[config.mk]
export PLATFORM = sky130hd
export DESIGN_NAME = serializer_link_config_regs
export DESIGN_NICKNAME = d
export VERILOG_FILES = /design/src/hw/link_cfg_pkg.sv /design/src/hw/serializer_link_config_regs.sv
export SDC_FILE = /design/constraint.sdc
export NUM_CORES = 1
export LEC_CHECK = 0
export BUFFER_PORTS_ARGS = -buffer_cell sky130_fd_sc_hd__buf_2
export CAP_MARGIN = 10
export CELL_PAD_IN_SITES_DETAIL_PLACEMENT = 1
export CELL_PAD_IN_SITES_GLOBAL_PLACEMENT = 1
export CORE_MARGIN = 3
export CORE_UTILIZATION = 54
export CTS_BUF_LIST = sky130_fd_sc_hd__clkbuf_8
export CTS_CLUSTER_SIZE = 14
export DETAILED_ROUTE_END_ITERATION = 10
export PLACE_DENSITY = 0.9
export SLEW_MARGIN = 30
export SYNTH_ARGS = -nofsm -noshare
export SYNTH_HDL_FRONTEND = slang
export SYNTH_SLANG_ARGS = --single-unit
[constraint.sdc]
create_clock -name i_clk -period 20.1 [get_ports i_clk]
set_input_delay 6.03 -clock i_clk [delete_from_list [all_inputs] [get_ports i_clk]]
set_output_delay 6.03 -clock i_clk [all_outputs]
set_load 0.02 [all_outputs]
[src/hw/link_cfg_pkg.sv]
//==========================================================
// Notes on behaviour
// - Ignore lane LP signalling for 100us times (code+1)
// - Enable bit records headers per virtual channel
// - Channel select applies only when recording enabled
// - Header view selector resets to one
// - Forward-all passes every I2C transaction across
// - Address-match bit forwards only decoded transactions
// - Auto-ack acknowledges every I2C write locally
// - Parity check enable resets to one
// - Sequence CRC over eight bytes, sent ninth
// - GPIO count field: 0,1,2,4 forwarded GPIOs
package link_cfg_pkg;

  // Register indices; byte address is four times the index
  localparam logic [7:0] IDX_RSVD_A    = 8'h27;
  localparam logic [7:0] IDX_RSVD_B    = 8'h28;
  localparam logic [7:0] IDX_RSVD_C    = 8'h29;
  localparam logic [7:0] IDX_RSVD_D    = 8'h2A;
  localparam logic [7:0] IDX_RSVD_E_LO = 8'h2B;
  localparam logic [7:0] IDX_RSVD_E_HI = 8'h2D;
  localparam logic [7:0] IDX_RSVD_F_LO = 8'h2E;
  localparam logic [7:0] IDX_RSVD_F_HI = 8'h30;
  localparam logic [7:0] IDX_HDR_CTRL  = 8'h31;
  localparam logic [7:0] IDX_BC_CFG    = 8'h32;
  localparam logic [7:0] IDX_FWD_CTRL  = 8'h33;
  localparam logic [7:0] IDX_STATUS    = 8'h3F;

  // Reset values
  localparam logic [7:0] RST_RSVD_A   = 8'h00;
  localparam logic [7:0] RST_RSVD_B   = 8'h07;
  localparam logic [7:0] RST_RSVD_C   = 8'h33;
  localparam logic [7:0] RST_RSVD_D   = 8'h01;
  localparam logic [7:0] RST_HDR_CTRL = 8'h20;
  localparam logic [7:0] RST_BC_CFG   = 8'h09;
  localparam logic [7:0] RST_FWD_CTRL = 8'h04;

  // Writable masks; other bits read as stored reset value or zero
  localparam logic [7:0] WM_RSVD_A    = 8'h07;
  localparam logic [7:0] WM_RSVD_BCD  = 8'h77;
  localparam logic [7:0] WM_FULL      = 8'hFF;

  // Field positions
  localparam int HDR_INIT_LSB = 0;
  localparam int HDR_REC_BIT  = 4;
  localparam int HDR_VIEW_BIT = 5;
  localparam int HDR_VC_LSB   = 6;
  localparam int BC_PAR_BIT   = 3;
  localparam int BC_ACK_BIT   = 5;
  localparam int BC_MATCH_BIT = 6;
  localparam int BC_ALL_BIT   = 7;
  localparam int FWD_GPIO_LSB = 0;
  localparam int FWD_CRC_BIT  = 2;

  // Lane start-up ignore window
  localparam int CLK_HZ          = 50_000_000;
  localparam int INIT_STEP_US    = 100;
  localparam int INIT_STEP_CYC   = (INIT_STEP_US * (CLK_HZ / 1_000_000));
  localparam int INIT_CTR_W      = 13;
  localparam logic [3:0] SEQ_CRC_POS = 4'h8;

  // Captured packet header: data id, word count, ecc
  typedef struct packed {
    logic [7:0]  data_id;
    logic [15:0] word_count;
    logic [7:0]  ecc;
  } pkt_hdr_t;

  // I2C forwarding request from the local slave
  typedef struct packed {
    logic valid;
    logic addr_match;
    logic is_write;
  } i2c_req_t;

  typedef enum logic [1:0] { INIT_WAIT, INIT_DONE } init_state_t;

endpackage : link_cfg_pkg

[src/hw/serializer_link_config_regs.sv]
`timescale 1ns/10ps
module serializer_link_config_regs #(
  parameter int STEP_CYCLES = link_cfg_pkg::INIT_STEP_CYC
) (
  // Clock and reset
  input  wire logic                   i_clk,
  input  wire logic                   i_rstn,
  // Avalon-MM slave
  input  wire logic [9:0]             i_avs_address,
  input  wire logic                   i_avs_read,
  input  wire logic                   i_avs_write,
  input  wire logic [31:0]            i_avs_writedata,
  input  wire logic [3:0]             i_avs_byteenable,
  output logic [31:0]                 o_avs_readdata,
  output logic                        o_avs_waitrequest,
  // Receive side headers and lane control
  input  wire link_cfg_pkg::pkt_hdr_t i_hdr_raw,
  input  wire link_cfg_pkg::pkt_hdr_t i_hdr_fixed,
  input  wire logic                   i_hdr_valid,
  input  wire logic                   i_hdr_interleaved,
  input  wire logic [1:0]             i_hdr_channel,
  input  wire logic [3:0]             i_lane_lp_ctrl,
  output logic [3:0]                  o_lane_lp_ctrl,
  output link_cfg_pkg::pkt_hdr_t      o_hdr_view,
  // I2C forwarding
  input  wire link_cfg_pkg::i2c_req_t i_i2c_req,
  output logic                        o_i2c_forward,
  output logic                        o_i2c_local_ack,
  output logic                        o_bc_parity_check,
  // Forward channel
  output logic                        o_sequence_crc_append,
  output logic [2:0]                  o_forward_gpio_count
);

  //==========================================================
  // Reset release
  logic rst_meta;
  logic rst_sync;
  always_ff @(posedge i_clk or negedge i_rstn) begin
    if (!i_rstn) begin
      rst_meta <= 1'b0;
      rst_sync <= 1'b0;
    end else begin
      rst_meta <= 1'b1;
      rst_sync <= rst_meta;
    end
  end
  wire rst_n = rst_sync;

  //==========================================================
  // Registers
  logic [7:0] rsvd_a_reg, rsvd_b_reg, rsvd_c_reg, rsvd_d_reg;
  logic [7:0] rsvd_f_reg [3];
  logic [7:0] hdr_ctrl_reg;
  logic [7:0] bc_cfg_reg;
  logic [7:0] fwd_ctrl_reg;

  wire [7:0] idx      = i_avs_address[9:2];
  wire       wr_en    = i_avs_write && i_avs_byteenable[0] && !o_avs_waitrequest;
  wire [7:0] wdat     = i_avs_writedata[7:0];
  wire       hit_a    = (idx == link_cfg_pkg::IDX_RSVD_A);
  wire       hit_b    = (idx == link_cfg_pkg::IDX_RSVD_B);
  wire       hit_c    = (idx == link_cfg_pkg::IDX_RSVD_C);
  wire       hit_d    = (idx == link_cfg_pkg::IDX_RSVD_D);
  wire       hit_f    = (idx >= link_cfg_pkg::IDX_RSVD_F_LO) &&
                        (idx <= link_cfg_pkg::IDX_RSVD_F_HI);
  wire [1:0] f_sel    = 2'(idx - link_cfg_pkg::IDX_RSVD_F_LO);
  wire       hit_hdr  = (idx == link_cfg_pkg::IDX_HDR_CTRL);
  wire       hit_bc   = (idx == link_cfg_pkg::IDX_BC_CFG);
  wire       hit_fwd  = (idx == link_cfg_pkg::IDX_FWD_CTRL);

  always_ff @(posedge i_clk or negedge rst_n) begin
    if (!rst_n) begin
      rsvd_a_reg   <= link_cfg_pkg::RST_RSVD_A;
      rsvd_b_reg   <= link_cfg_pkg::RST_RSVD_B;
      rsvd_c_reg   <= link_cfg_pkg::RST_RSVD_C;
      rsvd_d_reg   <= link_cfg_pkg::RST_RSVD_D;
      rsvd_f_reg   <= '{default: 8'h00};
      hdr_ctrl_reg <= link_cfg_pkg::RST_HDR_CTRL;
      bc_cfg_reg   <= link_cfg_pkg::RST_BC_CFG;
      fwd_ctrl_reg <= link_cfg_pkg::RST_FWD_CTRL;
    end else if (wr_en) begin
      if (hit_a) rsvd_a_reg <= wdat & link_cfg_pkg::WM_RSVD_A;
      if (hit_b) rsvd_b_reg <= wdat & link_cfg_pkg::WM_RSVD_BCD;
      if (hit_c) rsvd_c_reg <= wdat & link_cfg_pkg::WM_RSVD_BCD;
      if (hit_d) rsvd_d_reg <= wdat & link_cfg_pkg::WM_RSVD_BCD;
      if (hit_f) rsvd_f_reg[f_sel] <= wdat;
      if (hit_hdr) hdr_ctrl_reg <= wdat;
      if (hit_bc) bc_cfg_reg <= wdat;
      if (hit_fwd) fwd_ctrl_reg <= wdat;
    end
  end

  //==========================================================
  // Lane start-up window: ignore LP control for (code+1) steps
  link_cfg_pkg::init_state_t init_state;
  logic [link_cfg_pkg::INIT_CTR_W-1:0] step_ctr;
  logic [3:0]                          step_num;
  logic [3:0]                          lp_meta, lp_sync;
  wire [3:0] steps_due = {1'b0, hdr_ctrl_reg[link_cfg_pkg::HDR_INIT_LSB +: 3]} + 4'h1;
  wire       step_tick = (step_ctr == link_cfg_pkg::INIT_CTR_W'(STEP_CYCLES - 1));
  wire       in_window = (init_state == link_cfg_pkg::INIT_WAIT);

  always_ff @(posedge i_clk or negedge rst_n) begin
    if (!rst_n) begin
      init_state <= link_cfg_pkg::INIT_WAIT;
      step_ctr   <= '0;
      step_num   <= '0;
    end else begin
      case (init_state)
        link_cfg_pkg::INIT_WAIT: begin
          step_ctr <= step_tick ? '0 : step_ctr + 1'b1;
          if (step_tick) begin
            step_num <= step_num + 4'h1;
            if (step_num + 4'h1 >= steps_due) init_state <= link_cfg_pkg::INIT_DONE;
          end
        end
        default: init_state <= link_cfg_pkg::INIT_DONE;
      endcase
    end
  end

  // Lane control arrives from the analog lanes, so resync first
  always_ff @(posedge i_clk or negedge rst_n) begin
    if (!rst_n) begin
      lp_meta        <= '0;
      lp_sync        <= '0;
      o_lane_lp_ctrl <= '0;
    end else begin
      lp_meta        <= i_lane_lp_ctrl;
      lp_sync        <= lp_meta;
      o_lane_lp_ctrl <= in_window ? 4'h0 : lp_sync;
    end
  end

  //==========================================================
  // Packet header capture, one slot per channel and per view
  link_cfg_pkg::pkt_hdr_t raw_slot [4];
  link_cfg_pkg::pkt_hdr_t fix_slot [4];
  wire       per_ch   = hdr_ctrl_reg[link_cfg_pkg::HDR_REC_BIT];
  wire [1:0] wr_slot  = (per_ch && i_hdr_interleaved) ? i_hdr_channel : 2'd0;
  wire [1:0] rd_slot  = per_ch ? hdr_ctrl_reg[link_cfg_pkg::HDR_VC_LSB +: 2] : 2'd0;
  wire       fix_view = hdr_ctrl_reg[link_cfg_pkg::HDR_VIEW_BIT];

  always_ff @(posedge i_clk or negedge rst_n) begin
    if (!rst_n) begin
      raw_slot   <= '{default: '0};
      fix_slot   <= '{default: '0};
      o_hdr_view <= '0;
    end else begin
      if (i_hdr_valid) begin
        raw_slot[wr_slot] <= i_hdr_raw;
        fix_slot[wr_slot] <= i_hdr_fixed;
      end
      o_hdr_view <= fix_view ? fix_slot[rd_slot] : raw_slot[rd_slot];
    end
  end

  //==========================================================
  // I2C forwarding and forward path controls
  wire fwd_all   = bc_cfg_reg[link_cfg_pkg::BC_ALL_BIT];
  wire fwd_match = bc_cfg_reg[link_cfg_pkg::BC_MATCH_BIT];
  wire auto_ack  = bc_cfg_reg[link_cfg_pkg::BC_ACK_BIT];
  wire [1:0] gpio_code = fwd_ctrl_reg[link_cfg_pkg::FWD_GPIO_LSB +: 2];
  wire [2:0] gpio_n    = (gpio_code == 2'b11) ? 3'd4 : {1'b0, gpio_code};

  always_ff @(posedge i_clk or negedge rst_n) begin
    if (!rst_n) begin
      o_i2c_forward         <= 1'b0;
      o_i2c_local_ack       <= 1'b0;
      o_bc_parity_check     <= 1'b1;
      o_sequence_crc_append <= 1'b1;
      o_forward_gpio_count  <= '0;
    end else begin
      o_i2c_forward <= i_i2c_req.valid &&
                       (fwd_all || (fwd_match && i_i2c_req.addr_match));
      o_i2c_local_ack       <= i_i2c_req.valid && i_i2c_req.is_write && auto_ack;
      o_bc_parity_check     <= bc_cfg_reg[link_cfg_pkg::BC_PAR_BIT];
      o_sequence_crc_append <= fwd_ctrl_reg[link_cfg_pkg::FWD_CRC_BIT];
      o_forward_gpio_count  <= gpio_n;
    end
  end

  //==========================================================
  // Bus answer: one wait cycle, then data with waitrequest low
  logic [7:0] rd_byte;
  always_comb begin
    rd_byte = 8'h00;
    if (hit_a) rd_byte = rsvd_a_reg;
    else if (hit_b) rd_byte = rsvd_b_reg;
    else if (hit_c) rd_byte = rsvd_c_reg;
    else if (hit_d) rd_byte = rsvd_d_reg;
    else if (hit_f) rd_byte = rsvd_f_reg[f_sel];
    else if (hit_hdr) rd_byte = hdr_ctrl_reg;
    else if (hit_bc) rd_byte = bc_cfg_reg;
    else if (hit_fwd) rd_byte = fwd_ctrl_reg;
    else if (idx == link_cfg_pkg::IDX_STATUS) rd_byte = {7'h00, in_window};
  end

  always_ff @(posedge i_clk or negedge rst_n) begin
    if (!rst_n) begin
      o_avs_waitrequest <= 1'b1;
      o_avs_readdata    <= '0;
    end else begin
      o_avs_waitrequest <= !((i_avs_read || i_avs_write) && o_avs_waitrequest);
      if (i_avs_read && o_avs_waitrequest) o_avs_readdata <= {24'h00_0000, rd_byte};
    end
  end

  //==========================================================
  // Window length monitor for the checks; 16 bits hold eight default steps
  localparam int MAX_STEPS = 1 << 3; // Three-bit code, so eight steps at most
  logic [15:0] win_cyc;
  wire  [31:0] win_min = 32'(steps_due) * 32'(STEP_CYCLES);
  wire  [31:0] win_max = 32'(MAX_STEPS * STEP_CYCLES);
  always_ff @(posedge i_clk or negedge rst_n) begin
    if (!rst_n) begin
      win_cyc <= 16'h0000;
    end else if (in_window) begin
      win_cyc <= win_cyc + 16'h0001;
    end
  end
endmodule : serializer_link_config_regs

## After elaboration in Yosys (flattened, before gate mapping)

Index checks and enable logic that the tools add are counted.
Widths: inputs -> output; s select.

- Bits of input ports: 125
- Memory bits (read-only): 0
- Output and inout port bits: 76
- Memory bits (writable): 0
- Bits in latches: 0
- Register bits: 406
- Memories kept: 0

- Reductions and logical operators: 27
- Shifts and indexed selects: 0
- $lt $le $gt $ge: 8
- Add/subtract/negate cells: 4
- Multipliers: 0
- Bitwise logic cells: 3
- Equality and inequality tests: 12
- Mux-type cells: 34
- Div/mod/pow operators: 0

Operators with widths:

| kind | count |
|---|---|
| $bwmux 128 | 2 |
| $mux 32 | 6 |
| $bmux 32 s2 | 2 |
| $mux 8 | 11 |
| $demux 32 s2 | 1 |
| $eq 8x6->1 const B | 8 |
| $bwmux 24 | 1 |
| $reduce_and 2->1 | 10 |
| $bmux 8 s2 | 1 |
| $demux 8 s2 | 1 |
| $add 13x1->13 const B | 1 |
| $eq 13x13->1 const B | 1 |
| $mux 13 | 1 |
| $logic_and 1x1->1 | 12 |
| $mux 2 | 5 |
| $ge 3x3->1 const B | 3 |
| $not 2->3 | 3 |
| $ge 8x6->1 const B | 1 |
| $le 8x6->1 const B | 1 |
| $lt 3x1->1 const B | 2 |
| $add 3x1->4 const B | 1 |
| $add 4x1->4 const B | 1 |
| $ge 4x4->1 | 1 |
| $mux 4 | 1 |
| other kinds (9) | 11 |

## Logic depth before layout (Yosys ltp)

- Depth in word-level cells: 10
- Mapped depth: 8
- Depth with buffers taken out: 7

## Least setup slack after synthesis

Ideal clock, no wire load.

- Path kind: input port to flip-flop
- Start: input port i_avs_address[8]
- End: register rsvd_b_reg[4]
- Cell stages on the path: 5
- Library setup time: 0.125 ns
- Required time: 19.975 ns
- Path buffers: 1
- Setup slack: 12.287 ns
- Arrival time: 7.688 ns
- Cell sequence: or4b_4 > or3_1 > buf_2 > nor3_4 > mux2_2

- Longest elaborated chain between the ends: 2

RTL lines:

| element | line | RTL |
|---|---|---|
| from (decl) | serializer_link_config_regs.sv:9 | `input wire logic [9:0] i_avs_address,` |
| $eq 8x6->1 | serializer_link_config_regs.sv:62 | `wire hit_b = (idx == link_cfg_pkg::IDX_RSVD_B);` |
| $reduce_and 2->1 (no source line) | -- |  |
| to (signal assigned) | serializer_link_config_regs.sv:75 | `rsvd_b_reg <= link_cfg_pkg::RST_RSVD_B;` |
| to (signal assigned) | serializer_link_config_regs.sv:84 | `if (hit_b) rsvd_b_reg <= wdat & link_cfg_pkg::WM_RSVD_BCD;` |
| to (decl) | serializer_link_config_regs.sv:52 | `logic [7:0] rsvd_a_reg, rsvd_b_reg, rsvd_c_reg, rsvd_d_reg;` |

Every way passes these cells.
A chain may end at the register's enable or synchronous reset.

## Final worst setup path

- Start: input port i_avs_address[3]
- End: register rsvd_f_reg[23] in the netlist's numbering

- Longest elaborated chain between the ends: 7
- Elaborated cells on any way between the ends: 12
- Those cells by class: 1 x add/sub; 4 x order compare; 3 x mux; 1 x bitwise; 3 x reduce/logical

RTL lines:

| element | line | RTL |
|---|---|---|
| $sub 2x2->2 | serializer_link_config_regs.sv:67 | `wire [1:0] f_sel = 2'(idx - link_cfg_pkg::IDX_RSVD_F_LO);` |
| $not 2->3 (not written as such) | serializer_link_config_regs.sv:87 | `if (hit_f) rsvd_f_reg[f_sel] <= wdat;` |
| $ge 3x3->1 (not written as such) / $lt 3x1->1 (equally long branches) | serializer_link_config_regs.sv:87 |  |
| $logic_and 1x1->1 (not written as such) | serializer_link_config_regs.sv:87 |  |
| $mux 8 (not written as such) | serializer_link_config_regs.sv:87 |  |
| $demux 8 s2 | serializer_link_config_regs.sv:87 |  |
| $bwmux 24 | serializer_link_config_regs.sv:87 |  |
| to (signal, indexed assignment) | serializer_link_config_regs.sv:87 |  |
| to (decl) | serializer_link_config_regs.sv:53 | `logic [7:0] rsvd_f_reg [3];` |

Parallel ways exist; a longest one is shown, timed or not.

==> results.yml <==
placed_design:
  routabilityCongestion: 0.772
  io_buffers: 147
  dp_hpwl_um: 27900
  place_inst: 1795
clock_network:
  post-cts-setup-buffers: 0
  cts.clk_slew.worst_paths_ps: 60
  cts_root_buf: "clkbuf_8"
  postCtsHoldBufs: 0
  cts_tree: "yes"
  clock_path_buffers: 3
  cts_htree_levels: 3
  insertion_delay_ps: 600
  cts_resized: 0
  cts_buffers: 69
  cts_sinks: 405
sta:
  min_period_over_period_pct: 40.2
  timing.final.crit_period_ps: 8080
  grt_setup_unrepaired: "no"
  fmax_mhz: 124
  hold_viol: 0
  clock_skew_ps: 18.0
  setup_viol: 0
  max_slew_margin_pct: 32.3
  slew_violations: 0
  hold_ws_ps: 350
  max_slew.worst_pin.slew_ps: 1010
  tns_ps: 0
route:
  drtIter0Drc: 642
  wl_per_cell_um: 23.9
  drc: 0
  num_vias: 11400
  drtAntennaViolNets: 0
  firstDrtPassIters: 5
  routed_wl_um: 46000
  top_layer: "met5"
  routed_via_density: 5.93
  met1_length_um: 18600
  route.met3.wl_um: 2300
  wl_met2_um: 24300
synthesis:
  synth.yosys.seq_area_share_pct: 57.6
  synth.distinct_cells: 55
  ys.flop_type: "dfrtp_1"
  syn_area_um2: 17600
  ys_warn_count: 0
  syn_avg_cell_area_um2: 13.8
  synth-seq-cells: 405
  synth-edff-count: 0
  synthCells: 1276
  ys_async_sr_fraction_pct: 100
power_and_ir_drop:
  p_int_mw: 1.28
  p_leak_nw: 9.85
  fin_total_pwr_mw: 1.71
  power_switching_uw: 427
  clkPwrFrac_pct: 42.4
  p_per_area_nw_per_um2: 85.0
  swShare_pct: 25.0
  seqPwrFrac_pct: 50.7
  peakVddDrop_mv: 0.0568
  comb_power_share_pct: 6.9
worst_setup_path:
  critPathMaxStageDelay_ps: 660
  slowest_stage: "nor2b_1"
  required_ps: 20570
  crit_arrival_ps: 8550
  start_kind: "input port"
  reg2reg_to: "raw_slot[81]$_DFFE_PN0P_"
  criticalPathCategory: "input port to flip-flop"
  critPathCaptureType: "flip-flop"
  path_cells: "buf_2 -> nor2b_1 -> nand2_1 -> nor3_2 -> mux2_2"
  crit_path_max_fanout: 35
  reg2reg_slack_ps: 17110
  reg2regPathDepth: 3
  timing.rr.start: "rst_n$_DFF_PN0_"
worst_hold_path:
  hold_path.class: "flip-flop to asynchronous set/reset pin"
floorplanning:
  initial_core_util_pct: 55.3
  die_h_um: 187
  dieArea_um2: 34900
  io_pins: 201
  die_x_um: 187
  rows: 65
  core_region_area_um2: 31900
cells_and_area:
  nets: 1563
  layout_commonest_cell: "dfrtp_1"
  reg_top3: "fix_slot (128), raw_slot (128), o_hdr_view (32)"
  final_cell_mix: "dfrtp_1, mux2_2, buf_2"
  instances_no_fill: 1924
  syn_to_final_growth_pct: 14.0
  drive_above_1_share_pct: 44.3
  fillCellCount: 3057
global_route:
  grt_max_degree: 88
  gr-usage-all-layers_pct: 26.6
  antenna_found_initial: 9
  grt_pass1_wl_um: 73800
  overflow: 0
  grt_pass1_vias: 13000
job:
  maxCapViolCount: 0
status:
  outcome: "finished, final reports clean"
-- final cells by class --
class,instances,area (µm²),area share [%]
well taps,435,544,2.71
repair buffers,163,903,4.49
flip-flops and latches,405,10200,50.6
clock buffers,86,1180,5.89
inverters,6,22.5,0.112
multi-input cells,786,7090,35.3
clock inverters,38,180,0.896
diodes,5,12.5,0.0623
-- cell usage after synthesis (all sizes together), types with 6 or more instances --
cell,count,area share [%]
nand2b,8,0.28
and3,7,0.25
buf,41,1.5
dfrtp,390,55
o31ai,35,1.5
clkbuf,61,1.3
o22ai,34,1.2
nor3,16,0.60
xor2,7,0.35
a21o,8,0.34
a211oi,31,1.3
mux4,32,4.1
a31oi,7,0.25
nor2b,39,1.4
xnor2,9,0.45
dfstp,15,2.2
mux2,333,21
nor2,25,0.57
nand2,64,1.4
nand3,13,0.37
o21ai,11,0.31
a21oi,19,0.54
a22o,6,0.30
ha,7,0.50
and2,8,0.28
-- cells by family (layout without fill, tap and decap cells) --
group           count (synthesis)  count (layout)  share of synthesized area (%)
simple gates                  197             197                           5.84
other cells                     2              30                         0.0426
xor+xnor                       16              16                          0.795
mux                           370             370                           25.6
compound gates                171             171                           6.73
fa+ha+maj                       7               7                          0.497
buf+inv                       108             293                           2.89
flops                         405             405                           57.6
-- worst max-delay path: cells and delay by family --
kind	cells	cell delay, ps
simple gates	3	1500
buf+inv	1	580
mux	1	420
-- power groups by stage --
stage	sequential [mW]	combinational [mW]	clock [mW]
after CTS	0.866	0.120	0.740
after global placement	0.876	0.111	0
after global routing	0.868	0.130	0.785
after detailed placement	0.879	0.118	0
final	0.866	0.119	0.724
after floorplan	0.892	0.0592	0
-- how the worst max path moves through the flow --
stage | endpoint | depth (start not counted) | slack [ps] | start
after floorplan | bc_cfg_reg[1]$_DFFE_PN0P_ | 0 | 8000 | rst_n$_DFF_PN0_
after global routing | rsvd_f_reg[18]$_DFFE_PN0P_ | 5 | 11940 | i_avs_address[3]
after global placement | rsvd_f_reg[17]$_DFFE_PN0P_ | 5 | 11520 | i_avs_address[3]
after CTS | rsvd_f_reg[23]$_DFFE_PN0P_ | 5 | 12130 | i_avs_address[3]
after detailed placement | rsvd_f_reg[23]$_DFFE_PN0P_ | 5 | 11500 | i_avs_address[3]
final | rsvd_f_reg[23]$_DFFE_PN0P_ | 5 | 12020 | i_avs_address[3]
-- metal layers --
metal	vias to the layer above	track usage, %
li1	4955	-
met1	6063	32.2
met2	312	47.1
met3	71	5.75
met4	8	9.68
met5	-	0
-- stage by stage --
step / utilization [%] / cell area (µm²) / worst slack (ps)
2_1_floorplan: - / 17700 / 8000
3_3_place_gp: 58.5 / 18600 / 11520
3_5_place_dp: 58.7 / 18700 / 11500
4_1_cts: 63.0 / 20100 / 12130
5_1_grt: 63.0 / 20100 / 11940
6_report: 63.0 / 20100 / 12020
No activity file was read; power rests on OpenSTA's default activity.
